===== config.mk =====
export PLATFORM = sky130hd
export DESIGN_NAME = sfd_sfr_decode
export DESIGN_NICKNAME = d
export VERILOG_FILES = /design/src/hdl/sfd_pkg.sv /design/src/hdl/sfd_sfr_decode.sv /design/src/hdl/sfd_onchip_external_ram_addr.sv
export SDC_FILE = /design/constraint.sdc
export NUM_CORES = 1
export LEC_CHECK = 0
export ABC_AREA = 1
export BUFFER_PORTS_ARGS = -buffer_cell sky130_fd_sc_hd__buf_2
export CAP_MARGIN = 20
export CELL_PAD_IN_SITES_DETAIL_PLACEMENT = 0
export CELL_PAD_IN_SITES_GLOBAL_PLACEMENT = 1
export CORE_MARGIN = 2
export CORE_UTILIZATION = 27
export DETAILED_ROUTE_END_ITERATION = 6
export PLACE_DENSITY_LB_ADDON = 0.1
export SYNTH_ARGS = -nofsm -noshare
export SYNTH_HDL_FRONTEND = slang
export SYNTH_SLANG_ARGS = --single-unit

===== constraint.sdc =====
create_clock -name clk -period 1.4 [get_ports clk]
set_input_delay 0.21 -clock clk [delete_from_list [all_inputs] [get_ports clk]]
set_output_delay 0.21 -clock clk [all_outputs]
set_load 0.05 [all_outputs]

===== src/hdl/sfd_pkg.sv =====
package sfd_pkg;

    // Special register space seen by direct addressing
    localparam logic [7:0]   SFD_SFR_LOW      = 8'h80;
    localparam logic [7:0]   SFD_SFR_HIGH     = 8'hFF;
    localparam logic [7:0]   SFD_LOWER_TOP    = 8'h7F;

    // Bit-addressable registers have the low three address bits at this value
    localparam logic [2:0]   SFD_BIT_ROW_LOW  = 3'h0;

    // Page register
    localparam logic [7:0]   SFD_PAGE_ADDR    = 8'hAA;
    localparam logic [7:0]   SFD_PAGE_RESET   = 8'h00;
    localparam int           SFD_PAGE_BIT     = 0;
    localparam logic [6:0]   SFD_PAGE_UNUSED  = 7'h00;

    // External RAM: 512 bytes, so 9 address bits are kept out of 16
    localparam int           SFD_ONCHIP_EXTERNAL_RAM_AW      = 9;
    localparam int           SFD_XADDR_W      = 16;
    localparam logic [6:0]   SFD_XHIGH_ZERO   = 7'h00;

    // Occupied special registers, one bit per address 0x80..0xFF, index = addr[6:0]
    localparam logic [127:0] SFD_OCCUPIED = {
        8'hFF, 8'hCF, 8'hFF, 8'hDF, 8'h1F, 8'hF3, 8'h3D, 8'h7F,
        8'h7F, 8'hCE, 8'h07, 8'h7F, 8'hAB, 8'hFF, 8'hFF, 8'h8F
    };

    localparam logic [7:0]   SFD_ZERO_BYTE    = 8'h00;

    typedef struct packed {
        logic       valid;
        logic       indirect;
        logic       bit_op;
        logic       write;
        logic [7:0] addr;
        logic [7:0] wdata;
    } sfd_acc_t;

    typedef struct packed {
        logic lo_ram;
        logic hi_ram;
        logic sfr;
        logic periph;
        logic reserved;
        logic bit_refused;
        logic page_hit;
    } sfd_route_t;

    typedef struct packed {
        logic        valid;
        logic        short_addr;
        logic [7:0]  low;
        logic [15:0] ptr;
    } sfd_xmov_t;

    typedef struct packed {
        logic       page;
        sfd_route_t route;
        logic [7:0] rdata;
    } sfd_dec_st_t;

    typedef struct packed {
        logic        valid;
        logic        short_addr;
        logic [15:0] full;
    } sfd_xa_st_t;

    function automatic logic sfd_bit_ok(input logic [7:0] addr);
        sfd_bit_ok = (addr[2:0] == SFD_BIT_ROW_LOW);
    endfunction

    function automatic logic sfd_occupied(input logic [7:0] addr);
        sfd_occupied = SFD_OCCUPIED[addr[6:0]];
    endfunction

    function automatic logic sfd_in_sfr(input logic [7:0] addr);
        sfd_in_sfr = (addr >= SFD_SFR_LOW) && (addr <= SFD_SFR_HIGH);
    endfunction

endpackage


===== src/hdl/sfd_sfr_decode.sv =====
`timescale 1ns/1ns
// Operation
// - Direct access 0x80-0xFF goes to special registers
// - Bit access only at addresses ending 0/8
// - Page register bits 7:1 read zero, ignored
// - Short external move takes high byte from page
// - Page bit set selects 0x0100-0x01FF
// - Pointer moves ignore upper 7 address bits
// - Indirect access above 0x7F hits upper RAM
module sfd_sfr_decode #(
    parameter int ONCHIP_EXTERNAL_RAM_AW = sfd_pkg::SFD_ONCHIP_EXTERNAL_RAM_AW
) (
    input  wire logic               clk,
    input  wire logic               sys_rst,
    input  wire sfd_pkg::sfd_acc_t  acc,
    input  wire logic [7:0]         periph_rdata,
    input  wire sfd_pkg::sfd_xmov_t xmov,
    output sfd_pkg::sfd_route_t     route,
    output logic [7:0]              rdata,
    output logic                    page_select_bit,
    output logic [ONCHIP_EXTERNAL_RAM_AW-1:0]      onchip_external_ram_addr,
    output logic [15:0]             onchip_external_ram_full_addr,
    output logic                    onchip_external_ram_valid
);

    sfd_pkg::sfd_dec_st_t st;
    sfd_pkg::sfd_dec_st_t next_st;

    logic in_sfr_space;
    logic direct_sfr;
    logic indirect_hi;
    logic occupied;
    logic is_page;
    logic bit_bad;

    // Address classification of the request in flight
    always_comb begin
        in_sfr_space = sfd_pkg::sfd_in_sfr(acc.addr);
        direct_sfr   = acc.valid && !acc.indirect && in_sfr_space;
        indirect_hi  = acc.valid && acc.indirect && in_sfr_space;
        occupied     = sfd_pkg::sfd_occupied(acc.addr);
        is_page      = (acc.addr == sfd_pkg::SFD_PAGE_ADDR);
        bit_bad      = acc.bit_op && !sfd_pkg::sfd_bit_ok(acc.addr);
    end

    always_comb begin
        next_st       = st;
        next_st.route = '0;
        next_st.rdata = sfd_pkg::SFD_ZERO_BYTE;
        if (acc.valid) begin
            if (!in_sfr_space) begin
                next_st.route.lo_ram = 1'b1;
            end else if (indirect_hi) begin
                // Same addresses as the special registers, but a separate RAM
                next_st.route.hi_ram = 1'b1;
            end else if (bit_bad) begin
                // Bit access to a byte-only register is refused and has no effect
                next_st.route.sfr         = 1'b1;
                next_st.route.bit_refused = 1'b1;
            end else if (!occupied) begin
                // Unoccupied: read zero, write dropped
                next_st.route.sfr      = 1'b1;
                next_st.route.reserved = 1'b1;
            end else if (is_page) begin
                next_st.route.sfr      = 1'b1;
                next_st.route.page_hit = 1'b1;
                if (acc.write) begin
                    // Only the page bit is stored; upper bits are don't care
                    next_st.page = acc.wdata[sfd_pkg::SFD_PAGE_BIT];
                end else begin
                    next_st.rdata = {sfd_pkg::SFD_PAGE_UNUSED, st.page};
                end
            end else begin
                next_st.route.sfr    = direct_sfr;
                next_st.route.periph = 1'b1;
                if (!acc.write) begin
                    next_st.rdata = periph_rdata;
                end
            end
        end
    end

    always_ff @(posedge clk) begin
        if (sys_rst) begin
            st       <= '0;
            st.page  <= sfd_pkg::SFD_PAGE_RESET[sfd_pkg::SFD_PAGE_BIT];
        end else begin
            st <= next_st;
        end
    end

    assign route           = st.route;
    assign rdata           = st.rdata;
    assign page_select_bit = st.page;

    sfd_onchip_external_ram_addr #(
        .ONCHIP_EXTERNAL_RAM_AW (ONCHIP_EXTERNAL_RAM_AW)
    ) i_sfd_onchip_external_ram_addr (
        .clk            (clk),
        .sys_rst        (sys_rst),
        .xmov           (xmov),
        .page           (st.page),
        .onchip_external_ram_addr      (onchip_external_ram_addr),
        .onchip_external_ram_full_addr (onchip_external_ram_full_addr),
        .onchip_external_ram_valid     (onchip_external_ram_valid)
    );

    direct_sfr_a: assert property (@(posedge clk) disable iff (sys_rst)
        acc.valid && !acc.indirect && acc.addr[7] |=> route.sfr && !route.hi_ram && !route.lo_ram)
        else $error("direct upper access not routed to special registers");

    indirect_ram_a: assert property (@(posedge clk) disable iff (sys_rst)
        acc.valid && acc.indirect && acc.addr[7] |=> route.hi_ram && !route.sfr)
        else $error("indirect upper access not routed to upper RAM");

    lower_ram_a: assert property (@(posedge clk) disable iff (sys_rst)
        acc.valid && !acc.addr[7] |=> route.lo_ram && !route.sfr && !route.hi_ram)
        else $error("lower address not routed to lower RAM");

    bit_refuse_a: assert property (@(posedge clk) disable iff (sys_rst)
        acc.valid && !acc.indirect && acc.bit_op && acc.addr[7] && acc.addr[2:0] != 3'h0
        |=> route.bit_refused && !route.periph && !route.page_hit)
        else $error("bit access to byte-only register not refused");

    bit_allow_a: assert property (@(posedge clk) disable iff (sys_rst)
        acc.valid && !acc.indirect && acc.bit_op && acc.addr[7] && acc.addr[2:0] == 3'h0
        |=> !route.bit_refused)
        else $error("bit access to bit-addressable register refused");

    page_write_a: assert property (@(posedge clk) disable iff (sys_rst)
        acc.valid && acc.write && !acc.indirect && !acc.bit_op && acc.addr == 8'hAA
        |=> page_select_bit == $past(acc.wdata[0]))
        else $error("page bit not taken from write data bit 0");

    page_read_a: assert property (@(posedge clk) disable iff (sys_rst)
        acc.valid && !acc.write && !acc.indirect && !acc.bit_op && acc.addr == 8'hAA
        |=> rdata == {7'h00, $past(page_select_bit)})
        else $error("page register read value wrong");

    reserved_zero_a: assert property (@(posedge clk) disable iff (sys_rst)
        route.reserved |-> rdata == 8'h00)
        else $error("reserved address read not zero");

    reserved_write_a: assert property (@(posedge clk) disable iff (sys_rst)
        acc.valid && acc.write && !acc.indirect && !acc.bit_op && acc.addr[7] && !sfd_pkg::sfd_occupied(acc.addr)
        |=> route.reserved && $stable(page_select_bit))
        else $error("reserved write changed state");

    page_hold_a: assert property (@(posedge clk) disable iff (sys_rst)
        !(acc.valid && acc.write && !acc.indirect && !acc.bit_op && acc.addr == 8'hAA)
        |=> $stable(page_select_bit))
        else $error("page bit changed without a page write");

    periph_read_a: assert property (@(posedge clk) disable iff (sys_rst)
        acc.valid && !acc.write && !acc.indirect && !acc.bit_op && acc.addr[7]
        && sfd_pkg::sfd_occupied(acc.addr) && acc.addr != 8'hAA
        |=> route.periph && rdata == $past(periph_rdata))
        else $error("peripheral read not passed through");

    idle_quiet_a: assert property (@(posedge clk) disable iff (sys_rst)
        !acc.valid
        |=> route == 7'h00 && rdata == 8'h00)
        else $error("outputs not quiet without a request");

    write_zero_a: assert property (@(posedge clk) disable iff (sys_rst)
        acc.valid && acc.write
        |=> rdata == 8'h00)
        else $error("read data not zero after a write");

    route_one_a: assert property (@(posedge clk) disable iff (sys_rst)
        $onehot0({route.lo_ram, route.hi_ram, route.sfr}))
        else $error("more than one target space selected");

    hi_ram_quiet_a: assert property (@(posedge clk) disable iff (sys_rst)
        route.hi_ram
        |-> rdata == 8'h00 && !route.periph && !route.page_hit && !route.reserved)
        else $error("upper RAM access touched register space");

    refused_quiet_a: assert property (@(posedge clk) disable iff (sys_rst)
        route.bit_refused
        |-> route.sfr && rdata == 8'h00 && !route.reserved && !route.periph)
        else $error("refused bit access had an effect");

    page_upper_a: assert property (@(posedge clk) disable iff (sys_rst)
        route.page_hit
        |-> rdata[7:1] == 7'h00)
        else $error("page register upper bits not zero");

    short_high_a: assert property (@(posedge clk) disable iff (sys_rst)
        xmov.valid && xmov.short_addr
        |=> onchip_external_ram_full_addr[15:8] == {7'h00, $past(page_select_bit)})
        else $error("short move high byte not the page bit");

    indirect_keep_a: assert property (@(posedge clk) disable iff (sys_rst)
        acc.valid && acc.indirect && acc.addr[7]
        |=> $stable(page_select_bit) && !route.page_hit)
        else $error("indirect access reached the page register");

    bit_page_a: assert property (@(posedge clk) disable iff (sys_rst)
        acc.valid && !acc.indirect && acc.bit_op && acc.addr == 8'hAA
        |=> route.bit_refused && $stable(page_select_bit))
        else $error("bit access to page register not refused");

    reserved_quiet_a: assert property (@(posedge clk) disable iff (sys_rst)
        route.reserved
        |-> route.sfr && !route.periph && !route.page_hit && !route.lo_ram)
        else $error("reserved access reached a register");

    lower_quiet_a: assert property (@(posedge clk) disable iff (sys_rst)
        route.lo_ram
        |-> rdata == 8'h00 && !route.reserved && !route.bit_refused)
        else $error("lower RAM access touched register space");

    move_pulse_a: assert property (@(posedge clk) disable iff (sys_rst)
        xmov.valid
        |=> onchip_external_ram_valid)
        else $error("external move not answered");

    move_idle_a: assert property (@(posedge clk) disable iff (sys_rst)
        !xmov.valid
        |=> !onchip_external_ram_valid)
        else $error("external move answer without a request");

endmodule


===== src/hdl/sfd_onchip_external_ram_addr.sv =====
`timescale 1ns/1ns
module sfd_onchip_external_ram_addr #(
    parameter int ONCHIP_EXTERNAL_RAM_AW = sfd_pkg::SFD_ONCHIP_EXTERNAL_RAM_AW
) (
    input  wire logic               clk,
    input  wire logic               sys_rst,
    input  wire sfd_pkg::sfd_xmov_t xmov,
    input  wire logic               page,
    output logic [ONCHIP_EXTERNAL_RAM_AW-1:0]      onchip_external_ram_addr,
    output logic [15:0]             onchip_external_ram_full_addr,
    output logic                    onchip_external_ram_valid
);

    sfd_pkg::sfd_xa_st_t st;
    sfd_pkg::sfd_xa_st_t next_st;

    always_comb begin
        next_st            = st;
        next_st.valid      = xmov.valid;
        next_st.short_addr = xmov.short_addr;
        if (xmov.valid) begin
            if (xmov.short_addr) begin
                // High byte comes from the page register; only its low bit can be set
                next_st.full = {sfd_pkg::SFD_XHIGH_ZERO, page, xmov.low};
            end else begin
                next_st.full = xmov.ptr;
            end
        end
    end

    always_ff @(posedge clk) begin
        if (sys_rst) begin
            st <= '0;
        end else begin
            st <= next_st;
        end
    end

    // Upper address bits are dropped, so the RAM repeats over the 64k range
    assign onchip_external_ram_addr      = st.full[ONCHIP_EXTERNAL_RAM_AW-1:0];
    assign onchip_external_ram_full_addr = st.full;
    assign onchip_external_ram_valid     = st.valid;

    short_page_a: assert property (@(posedge clk) disable iff (sys_rst)
        xmov.valid && xmov.short_addr |=> onchip_external_ram_valid && onchip_external_ram_full_addr == {7'h00, $past(page), $past(xmov.low)})
        else $error("short move address not built from page register");

    page_range_a: assert property (@(posedge clk) disable iff (sys_rst)
        xmov.valid && xmov.short_addr && page |=> onchip_external_ram_full_addr >= 16'h0100 && onchip_external_ram_full_addr <= 16'h01FF)
        else $error("page one access outside 0x0100..0x01FF");

    long_wrap_a: assert property (@(posedge clk) disable iff (sys_rst)
        xmov.valid && !xmov.short_addr |=> onchip_external_ram_addr == $past(xmov.ptr[ONCHIP_EXTERNAL_RAM_AW-1:0]))
        else $error("pointer move did not wrap modulo RAM size");

endmodule


==> impl_metrics.toml, run 1 <==
[sta]
max_freq_ghz = 0.883
hold_viol_final = 0
final.setup_skew_ns = 0.00927
final.period_utilization = 0.809
min_setup_slack_post_route_ns = 0.268
slew-limit-headroom = 0.773
worstMarginPinSlew_ns = 0.337
setup-violations-final = 0
drv_slew = 0
period_needed_ns = 1.13
rsz0062_at_grt = "false"
timing.hold.ws_ns = 0.116

[clocking]
tritoncts.num_buffers = 5
clock-root-buffer = "sky130_fd_sc_hd__clkbuf_8"
clock_tree_from_tritoncts = "yes"
cts.sinks = 33
resized_cells_post_cts = 0
cts_hold_buffers = 0
number_of_levels_the_h_tree_was_split_into = 2
clkTransAtPathRegs_ns = 0.07
postCtsSetupRepairBufs = 0
skew_pair_late_insertion_delay_ns = 0.28
maximum_clock_insertion_buffer_count = 2

[grt]
grt_pass1_wl_um = 6290
groute.usage.overall = 0.130
grt_start_max_net_pins = 17
grt_pass1_vias = 1358
antenna_found_initial = 0
global_route.overflow_total = 0

[setup_path]
reg2regPathDepth = 4
critPathArrivalTime_ns = 0.92
critical-path-top-delay-family = "flip-flops"
launching_element_type_of_the_critical_path = "flip-flop"
endpoint_kind = "output port"
worst_path_max_delay_cell = "sky130_fd_sc_hd__dfxtp_1"
crit_path_cell_count = 1
critPathMaxFanout = 3
worstPathRequired_ns = 1.19
slowest_delay_ns = 0.36
criticalPathCategory = "flip-flop to output port"
critical_path_buf_inv_count = 1
path_cells = "buf_2"

[synth]
async_reset_ff_frac = 0
yosys-mux-area-fraction = 0
count_of_flip_flops_with_a_built_in_enable_after_synthesis = 0
synthXorXnorAreaFrac = 0
yosys_register_bits = 33
mappedNetlistArea_um2 = 1500
prevailing_post_synth_register_cell = "sky130_fd_sc_hd__dfxtp_1"
adder_cell_share_of_the_synthesized_area = 0
synth_cell_types = 23
synthesis.yosys.warnings = 0
synth-compound-area-share = 0.148
yosysSeqAreaShare = 0.441
post_synth.cell_area_avg_um2 = 7.48
net_count_after_synthesis = 256
synth_top_family_by_area = "simple AND/OR/NAND/NOR gates"
synth-simple-area-share = 0.278
post_synth_inst_count = 200

[drt]
remaining_drc_errors = 0
routedWlPerCell_um = 11.0
vias = 1540
drt_pass1_iterations = 4
initialDrtViolationCount = 52
viasPerCell = 4.25
final_antenna_net_count = 0
finalWirelength_um = 3970

[die]
dieWidth_um = 78.4
coreArea_um2 = 5440
fp.dieArea_um2 = 6150
die-height_um = 78.4
floorplan.initialDensity = 0.275
floorplan.rows = 27
io_pins = 98

[finish]
fraction_of_layout_cells_with_a_size_suffix_above_1 = 0.417
finish.instance_area_um2 = 2120
diodes_inserted = 0
final-instance-count-excl-fill = 362
most_common_library_cell_in_the_layout_ignoring_fill_and_taps = "sky130_fd_sc_hd__buf_2"
syn_to_final_growth_pct = 41.4
most_frequent_cells_in_the_layout = "90 x sky130_fd_sc_hd__buf_2, 41 x sky130_fd_sc_hd__nand2_1, 33 x sky130_fd_sc_hd__dfxtp_1"
layout.nets = 345

[placement]
dpl_worst_slack_ns = -0.00501
post-dp-hpwl_um = 3060
place.detailed.instances = 354
globalplace.congestion = 0.795
port-buffer-count = 90
postPlaceCellArea_um2 = 2000

[power_and_ir_drop]
ir_drop_mv = 0.430
lkg_pwr_nw = 1.12
overall_power_after_layout_mw = 2.37
power.density_nw_per_um2 = 1120

[run]
max_cap_viols = 0

[run_status]
outcome = "complete, no violations"

[min_path]
worstHoldPathType = "input port to flip-flop"
hold_path_depth = 2
power by group:
part           switching [mW]  total (mW)  internal (mW)
clock network           0.374       0.906          0.533
logic                   0.332       0.475          0.143
registers              0.0164       0.988          0.971
metal layers:
layer  up-vias  routed length, um  part of all wire  track usage
li1        814                  -                 -            -
met1       670               1770              0.45        0.158
met2        54               1900              0.48        0.215
met3         2                279             0.070       0.0471
met4         0                 19            0.0048       0.0368
met5         -                  0                 0            0
final timing paths:
check / to / slack [ns] / from
worst max-delay path: onchip_external_ram_addr[5] / 0.27 / flip-flop
worst min-delay path: route[6] / 0.12 / acc[15]
worst max register to register: rdata[0] / 0.70 / page_select_bit
worst min register to register: flip-flop / 0.46 / flip-flop
through the flow:
stage          setup TNS [ns]   util
4_1_cts                     0  0.389
3_5_place_dp         -0.00501  0.368
3_3_place_gp          -0.0359  0.368
2_1_floorplan               0      -
6_report                    0  0.389
5_1_grt                     0  0.389
final cells by class:
type | count | area, um^2
inverters | 24 | 90.1
repair buffers | 99 | 518
fillers | 607 | 3320
clock inverters | 3 | 46.3
well taps | 72 | 90.1
multi-input cells | 126 | 642
clock buffers | 5 | 68.8
flip-flops and latches | 33 | 661
sequential cells by signal, indices dropped and copies added (netlist names):
register	flops
i_sfd_onchip_external_ram_addr.onchip_external_ram_valid	1
i_sfd_onchip_external_ram_addr.onchip_external_ram_full_addr	16
rdata	8
page_select_bit	1
route	7
kinds of logic after synthesis:
group	Yosys count
and+or+nand+nor	83
AOI/OAI and AO/OA	43
buffers and inverters	41
DFF	33
synthesized netlist by cell type, types with 3 or more instances:
cell type,instances,share of area
sky130_fd_sc_hd__a21oi_1,27,0.090
sky130_fd_sc_hd__nor3_2,7,0.047
sky130_fd_sc_hd__nand2_1,41,0.10
sky130_fd_sc_hd__nand3_1,11,0.037
sky130_fd_sc_hd__buf_4,9,0.045
sky130_fd_sc_hd__o21ai_0,14,0.047
sky130_fd_sc_hd__clkbuf_1,4,0.010
sky130_fd_sc_hd__inv_1,22,0.055
sky130_fd_sc_hd__dfxtp_1,33,0.44
sky130_fd_sc_hd__nor2_1,13,0.033
sky130_fd_sc_hd__nor3_1,3,0.010
sky130_fd_sc_hd__nand4_1,3,0.013
sky130_fd_sc_hd__buf_2,3,0.010
(Power assumes the default switching activity.)
==> run 2: changes to the inputs <==
--- a/config.mk
+++ b/config.mk
@@ -11,7 +11,7 @@
 export CELL_PAD_IN_SITES_DETAIL_PLACEMENT = 0
 export CELL_PAD_IN_SITES_GLOBAL_PLACEMENT = 1
 export CORE_MARGIN = 2
-export CORE_UTILIZATION = 27
+export CORE_UTILIZATION = 25
 export DETAILED_ROUTE_END_ITERATION = 6
 export PLACE_DENSITY_LB_ADDON = 0.1
 export SYNTH_ARGS = -nofsm -noshare
==> constraint.sdc (replaced) <==
create_clock -name clk -period 1 [get_ports clk]
set_input_delay 0.15 -clock clk [delete_from_list [all_inputs] [get_ports clk]]
set_output_delay 0.15 -clock clk [all_outputs]
set_load 0.05 [all_outputs]
==> run 2 against run 1 <==
Cell count is 5.0% higher. Critical path depth rose by 11. Design area rose by 19%. Critical path type is now input port to flip-flop.
==> impl_metrics.toml, run 2 (synthesis gave the netlist of run 1 again) <==
[die]
floorplan.rows = 28
coreArea_um2 = 5850
fp.dieArea_um2 = 6620
die-height_um = 81.4
dieWidth_um = 81.4
floorplan.initialDensity = 0.256
io_pins = 98

[run]
max_cap_viols = 0

[setup_path]
reg2reg_setup_slack_ns = 0.30
r2r_end = "page_select_bit"
source_of_the_worst_register_to_register_timing_path = "page_select_bit"
criticalPathCategory = "input port to flip-flop"
worstPathRequired_ns = 1.21
endpoint_kind = "flip-flop"
reg2regPathDepth = 4
critPathArrivalTime_ns = 1.18
critPathMaxFanout = 8
launching_element_type_of_the_critical_path = "input port"

[drt]
final_antenna_net_count = 0
remaining_drc_errors = 0
routedWlPerCell_um = 11.0
vias = 1612
drt_pass1_iterations = 4
viasPerCell = 4.24
finalWirelength_um = 4190
initialDrtViolationCount = 44

[placement]
globalplace.congestion = 0.847
port-buffer-count = 90
post-dp-hpwl_um = 3220

[finish]
syn_to_final_growth_pct = 68.1
final_util = 0.430
diodes_inserted = 0
largest-register = "i_sfd_onchip_external_ram_addr.onchip_external_ram_full_addr"
fraction_of_layout_cells_with_a_size_suffix_above_1 = 0.515
most_common_library_cell_in_the_layout_ignoring_fill_and_taps = "sky130_fd_sc_hd__buf_4"
most_frequent_cells_in_the_layout = "47 x sky130_fd_sc_hd__buf_4, 43 x sky130_fd_sc_hd__buf_2, 37 x sky130_fd_sc_hd__nand2_1"
largest_register_ff_count = 16
layout.nets = 360

[grt]
groute.usage.overall = 0.127
grt_pass1_wl_um = 6530
grt_start_max_net_pins = 14
antenna_found_initial = 0
global_route.overflow_total = 0
grt_pass1_vias = 1457

[sta]
rsz0062_at_grt = "true"
max_freq_ghz = 1.03
final.setup_skew_ns = 0.000694
hold_viol_final = 0
slew-limit-headroom = 0.804
period_needed_ns = 0.972
timing.hold.ws_ns = 0.0928
setup-violations-final = 0
drv_slew = 0
worstMarginPinSlew_ns = 0.292
final.period_utilization = 0.972

[clocking]
number_of_levels_the_h_tree_was_split_into = 2
maximum_clock_insertion_buffer_count = 2
clock-root-buffer = "sky130_fd_sc_hd__clkbuf_8"
tritoncts.num_buffers = 5
skew_pair_late_insertion_delay_ns = 0.28
clkTransAtPathRegs_ns = 0.07
cts_hold_buffers = 0
cts.sinks = 33
clock_tree_from_tritoncts = "yes"

[min_path]
hold_path_depth = 3
min_from = "periph_rdata[5]"
worstHoldPathType = "input port to flip-flop"
min_delay_worst_endpoint = "rdata[5]"

[power_and_ir_drop]
ir_drop_mv = 0.728
power.density_nw_per_um2 = 1390
lkg_pwr_nw = 1.24

[run_status]
outcome = "complete, no violations"
run 2: cell count changes in the layout (fill, tap and decap cells not counted), moves of 4 or more:
| cell | change |
|---|---|
| sky130_fd_sc_hd__buf_6 | +15 |
| sky130_fd_sc_hd__buf_12 | +4 |
| sky130_fd_sc_hd__inv_1 | -4 |
| sky130_fd_sc_hd__dfxtp_2 | +10 |
| sky130_fd_sc_hd__buf_4 | +38 |
| sky130_fd_sc_hd__dfxtp_1 | -10 |
| sky130_fd_sc_hd__buf_2 | -47 |
| sky130_fd_sc_hd__clkbuf_4 | +4 |
| sky130_fd_sc_hd__nand2_1 | -4 |
| sky130_fd_sc_hd__nand2_2 | +4 |
| sky130_fd_sc_hd__o21ai_0 | -4 |
run 2: final cells by class:
class                      count  area (um^2)
clock buffer                   7         86.3
clock inverter                 1         30.0
fill                         618         3340
inverter                      24         95.1
multi-input combinational    126          674
sequential                    33          673
tap                           75         93.8
timing repair buffer         114          862
run 2: worst max path at each step:
stage               slack, ns  startpoint       end
finish                   0.03     acc[10]  rdata[5]
global route            -0.07     acc[10]  rdata[5]
CTS                     0.001    rdata[2]  rdata[2]
detailed placement      -0.33      acc[9]  rdata[5]
global placement        -0.33      acc[8]  rdata[0]
floorplan               -0.07      acc[9]  rdata[1]
run 2: timing repair:
| action | in CTS | in global routing |
|---|---|---|
| pin swaps | 1 | 11 |
| gates resized for setup | 43 | 44 |
| setup endpoints to repair | 47 | 23 |
| setup buffers | 0 | 0 |
run 2: through the flow:
step | TNS, ns | cell area, um^2 | total power [mW] | instances | worst slack, ns
2_1_floorplan | -0.646 | 1520 | 1.90 | 200 | -0.0723
3_3_place_gp | -3.75 | 2170 | 2.15 | 372 | -0.329
3_5_place_dp | -3.71 | 2170 | 2.14 | 372 | -0.335
4_1_cts | 0 | 2400 | 3.52 | 380 | 0.00142
5_1_grt | -0.159 | 2510 | 3.68 | 380 | -0.0669
6_report | 0 | 2510 | 3.50 | 380 | 0.0285
run 2: routing by layer:
layer | vias up | global-route usage | part of all wire
li1 | 846 | - | -
met1 | 704 | 0.153 | 0.44
met2 | 56 | 0.216 | 0.48
met3 | 6 | 0.0389 | 0.069
met4 | 0 | 0.0407 | 0.013
met5 | - | 0 | 0
run 2: report_power, final:
part	switching, mW	internal [mW]
sequential	0.0308	1.37
clock	0.485	0.812
combinational	0.490	0.320
total	1.01	2.50
run 2: worst max-delay path: stages:
cell,delay (ns)
sky130_fd_sc_hd__buf_8,0.11
sky130_fd_sc_hd__nand2_2,0.07
sky130_fd_sc_hd__inv_1,0.04
sky130_fd_sc_hd__nand2_1,0.05
sky130_fd_sc_hd__nand3_1,0.06
sky130_fd_sc_hd__nand2_1,0.08
sky130_fd_sc_hd__inv_1,0.04
sky130_fd_sc_hd__nand2_1,0.04
sky130_fd_sc_hd__nand2_1,0.06
sky130_fd_sc_hd__nand2_2,0.09
sky130_fd_sc_hd__nand4_4,0.19
sky130_fd_sc_hd__nor3_2,0.19
==> run 3: changes to the inputs <==
--- a/config.mk
+++ b/config.mk
@@ -5,13 +5,12 @@
 export SDC_FILE = /design/constraint.sdc
 export NUM_CORES = 1
 export LEC_CHECK = 0
-export ABC_AREA = 1
 export BUFFER_PORTS_ARGS = -buffer_cell sky130_fd_sc_hd__buf_2
 export CAP_MARGIN = 20
 export CELL_PAD_IN_SITES_DETAIL_PLACEMENT = 0
 export CELL_PAD_IN_SITES_GLOBAL_PLACEMENT = 1
 export CORE_MARGIN = 2
-export CORE_UTILIZATION = 25
+export CORE_UTILIZATION = 26
 export DETAILED_ROUTE_END_ITERATION = 6
 export PLACE_DENSITY_LB_ADDON = 0.1
 export SYNTH_ARGS = -nofsm -noshare
==> constraint.sdc (replaced) <==
create_clock -name clk -period 1 [get_ports clk]
set_input_delay 0.05 -clock clk [delete_from_list [all_inputs] [get_ports clk]]
set_output_delay 0.05 -clock clk [all_outputs]
set_load 0.05 [all_outputs]
==> run 3 against run 2 <==
Sequential cell count stayed put. The flow now finishes with violations (negative setup slack). Register-to-register slack worse by 0.19 ns. Cell count is 6.3% lower. Die area is 1.1% lower. Largest power group unchanged. Synthesized area is 2.8% higher. Fmax is 13% lower. Worst setup slack worse by 0.15 ns. Count of clock-buffer cells in the layout stayed put. Utilization is 3.1 points higher.
==> impl_metrics.toml, run 3 <==
[synth]
synthesis.yosys.warnings = 0
async_reset_ff_frac = 0
dominant_cell_by_count_in_the_synthesized_netlist = "sky130_fd_sc_hd__dfxtp_1"
count_of_flip_flops_with_a_built_in_enable_after_synthesis = 0
post_synth.cell_area_avg_um2 = 9.56
post_synth_inst_count = 161
yosys_register_bits = 33
synth_cell_types = 36
synth_top_cell_area_share = 0.429
leading_cell_types_by_total_area_after_synthesis = "sky130_fd_sc_hd__dfxtp_1 43%, sky130_fd_sc_hd__mux2i_1 7.2%, sky130_fd_sc_hd__a211oi_1 6.3%, sky130_fd_sc_hd__buf_4 5.4%, sky130_fd_sc_hd__a21oi_1 4.9%"
yosysSeqAreaShare = 0.429
synth.cells.most_frequent = "33 x sky130_fd_sc_hd__dfxtp_1, 19 x sky130_fd_sc_hd__nor2_1, 15 x sky130_fd_sc_hd__a21oi_1"
net_count_after_synthesis = 217
synth.largest_area_cell = "sky130_fd_sc_hd__dfxtp_1"
prevailing_post_synth_register_cell = "sky130_fd_sc_hd__dfxtp_1"
mappedNetlistArea_um2 = 1540

[drt]
routedWlPerCell_um = 12.0
drt_pass1_iterations = 4
initialDrtViolationCount = 41
remaining_drc_errors = 0
final_antenna_net_count = 0
viasPerCell = 4.34
vias = 1545
finalWirelength_um = 4280

[finish]
largest_register_ff_count = 16
syn_to_final_growth_pct = 74.3
most_frequent_cells_in_the_layout = "73 x sky130_fd_sc_hd__buf_2, 32 x sky130_fd_sc_hd__dfxtp_1, 27 x sky130_fd_sc_hd__buf_4"
largest-register = "i_sfd_onchip_external_ram_addr.onchip_external_ram_full_addr"
diodes_inserted = 0
finish.instance_area_um2 = 2680
fraction_of_layout_cells_with_a_size_suffix_above_1 = 0.555
final-instance-count-excl-fill = 356
layout.nets = 336
most_common_library_cell_in_the_layout_ignoring_fill_and_taps = "sky130_fd_sc_hd__buf_2"
final_util = 0.461
final.fill_count = 595
regArea_um2 = 662
multi_input_area_um2 = 846

[die]
floorplan.rows = 28
die-height_um = 80.9
fp.dieArea_um2 = 6550
dieWidth_um = 80.9
io_pins = 98
coreArea_um2 = 5820
floorplan.initialDensity = 0.265

[setup_path]
critPathArrivalTime_ns = 1.29
path_cells = "buf_12 > inv_4 > a311o_1 > a311o_1 > buf_12 > a2111oi_4"
source_of_the_worst_register_to_register_timing_path = "page_select_bit"
worstPathRequired_ns = 1.17
critPathMaxFanout = 7
reg2reg_setup_slack_ns = 0.11
reg2regPathDepth = 2
criticalPathCategory = "input port to flip-flop"
critical-path-top-delay-family = "compound AO/OA/AOI/OAI gates"
r2r_end = "rdata[0]"
cp-startpoint = "acc[8]"
endpoint_kind = "flip-flop"
worst_setup_path_endpoint = "rdata[0]"
slowest_delay_ns = 0.36
critical_path_buf_inv_count = 3
launching_element_type_of_the_critical_path = "input port"
crit_path_cell_count = 6
worst_path_max_delay_cell = "sky130_fd_sc_hd__a311o_1"

[min_path]
min_from = "xmov[10]"
worstHoldPathType = "input port to flip-flop"

[run]
max_cap_viols = 0

[sta]
final.setup_skew_ns = 0.00957
final.period_utilization = 1.12
worstMarginPinSlew_ns = 0.404
hold_viol_final = 0
setup-violations-final = 10
max_freq_ghz = 0.893
min_setup_slack_post_route_ns = -0.120
rsz0062_at_grt = "true"
fin_setup_tns_ns = -0.612
drv_slew = 0
period_needed_ns = 1.12
slew-limit-headroom = 0.730
timing.hold.ws_ns = 0.00878

[placement]
post-dp-hpwl_um = 3130
dpl_worst_slack_ns = -0.496
port-buffer-count = 90
place.detailed.instances = 335
globalplace.congestion = 0.793
postPlaceCellArea_um2 = 2220

[grt]
groute.usage.overall = 0.126
global_route.overflow_total = 0
grt_pass1_vias = 1350
grt_pass1_wl_um = 6330
antenna_found_initial = 0
grt_start_max_net_pins = 22

[clocking]
clkTransAtPathRegs_ns = 0.06
maximum_clock_insertion_buffer_count = 2
number_of_levels_the_h_tree_was_split_into = 2
clock_tree_from_tritoncts = "yes"
cts.sinks = 33
clock-root-buffer = "sky130_fd_sc_hd__clkbuf_8"
tritoncts.num_buffers = 5
skew_pair_late_insertion_delay_ns = 0.28

[power_and_ir_drop]
netSwitchingPower_mw = 1.01
power.density_nw_per_um2 = 1340
p_comb_frac = 0.258
overall_power_after_layout_mw = 3.59
seqPwrFrac = 0.386
ir_drop_mv = 0.577
p_int_mw = 2.57
lkg_pwr_nw = 1.29
clkPwrFrac = 0.356
power.switching_fraction = 0.283

[run_status]
outcome = "complete, but fails checks"
violations = "negative setup slack"
## run 3: changes by cell type after synthesis, sizes merged, moves of 4 or more
cell and delta:
nor3 -9, nand3 -4, a211oi +13, inv -18, o21ai -13, nor2 +4, nand3b +4, nand2 -40
a21oi -12, nor2b +8, mux2i +11
## run 3: worst min path at each step
| stage | end | slack [ns] | cells after the start |
|---|---|---|---|
| CTS | rdata[5] | 0.0005 | 3 |
| floorplan | rdata[0] | 0.11 | 1 |
| global route | flip-flop | 0.007 | 3 |
| detailed placement | route[6] | 0.27 | 2 |
| global placement | route[6] | 0.27 | 2 |
| finish | flip-flop | 0.009 | 3 |
## run 3: cell families (layout without fill, tap and decap cells)
group	Yosys count	in the layout	synth area share
AOI/OAI and AO/OA	38	38	0.195
buffers and inverters	25	145	0.0943
DFF	33	33	0.429
muxes	11	11	0.0715
and+or+nand+nor	54	54	0.210
## run 3: layer usage
layer	GRT usage	routed length [um]	vias up
met1	0.174	2080	680
met2	0.185	1890	55
met4	0.0458	21	0
met3	0.0367	295	2
met5	0	0	-
li1	-	-	808
## run 3: area by class of cell
class                      count  share of cell area
sequential                    33               0.247
timing repair buffer         132               0.352
tap                           75              0.0350
clock buffer                   7              0.0322
multi-input combinational    103               0.315
clock inverter                 1              0.0112
inverter                       5             0.00793
## run 3: worst reg2reg max path, stage by stage, from the launching register on
cell and delay, ns:
sky130_fd_sc_hd__dfxtp_2 0.36, sky130_fd_sc_hd__mux2i_1 0.11, sky130_fd_sc_hd__a2111oi_4 0.32
## run 3: repair_timing
action                                  4_1_cts  5_1_grt
hold buffers                                  7        0
pin swaps                                     5       16
resized for setup                            16       40
hold endpoints to repair                      7        0
gates cloned                                  0        1
setup buffers                                 4        1
endpoints found under the setup margin       10       22
## run 3: power by group through the flow
stage          clock network, mW  logic (mW)  registers, mW
6_report                    1.28       0.925           1.39
5_1_grt                     1.41       0.982           1.39
4_1_cts                     1.33       0.846           1.38
3_5_place_dp                   0       0.772           1.41
3_3_place_gp                   0       0.771           1.41
2_1_floorplan                  0       0.366           1.58
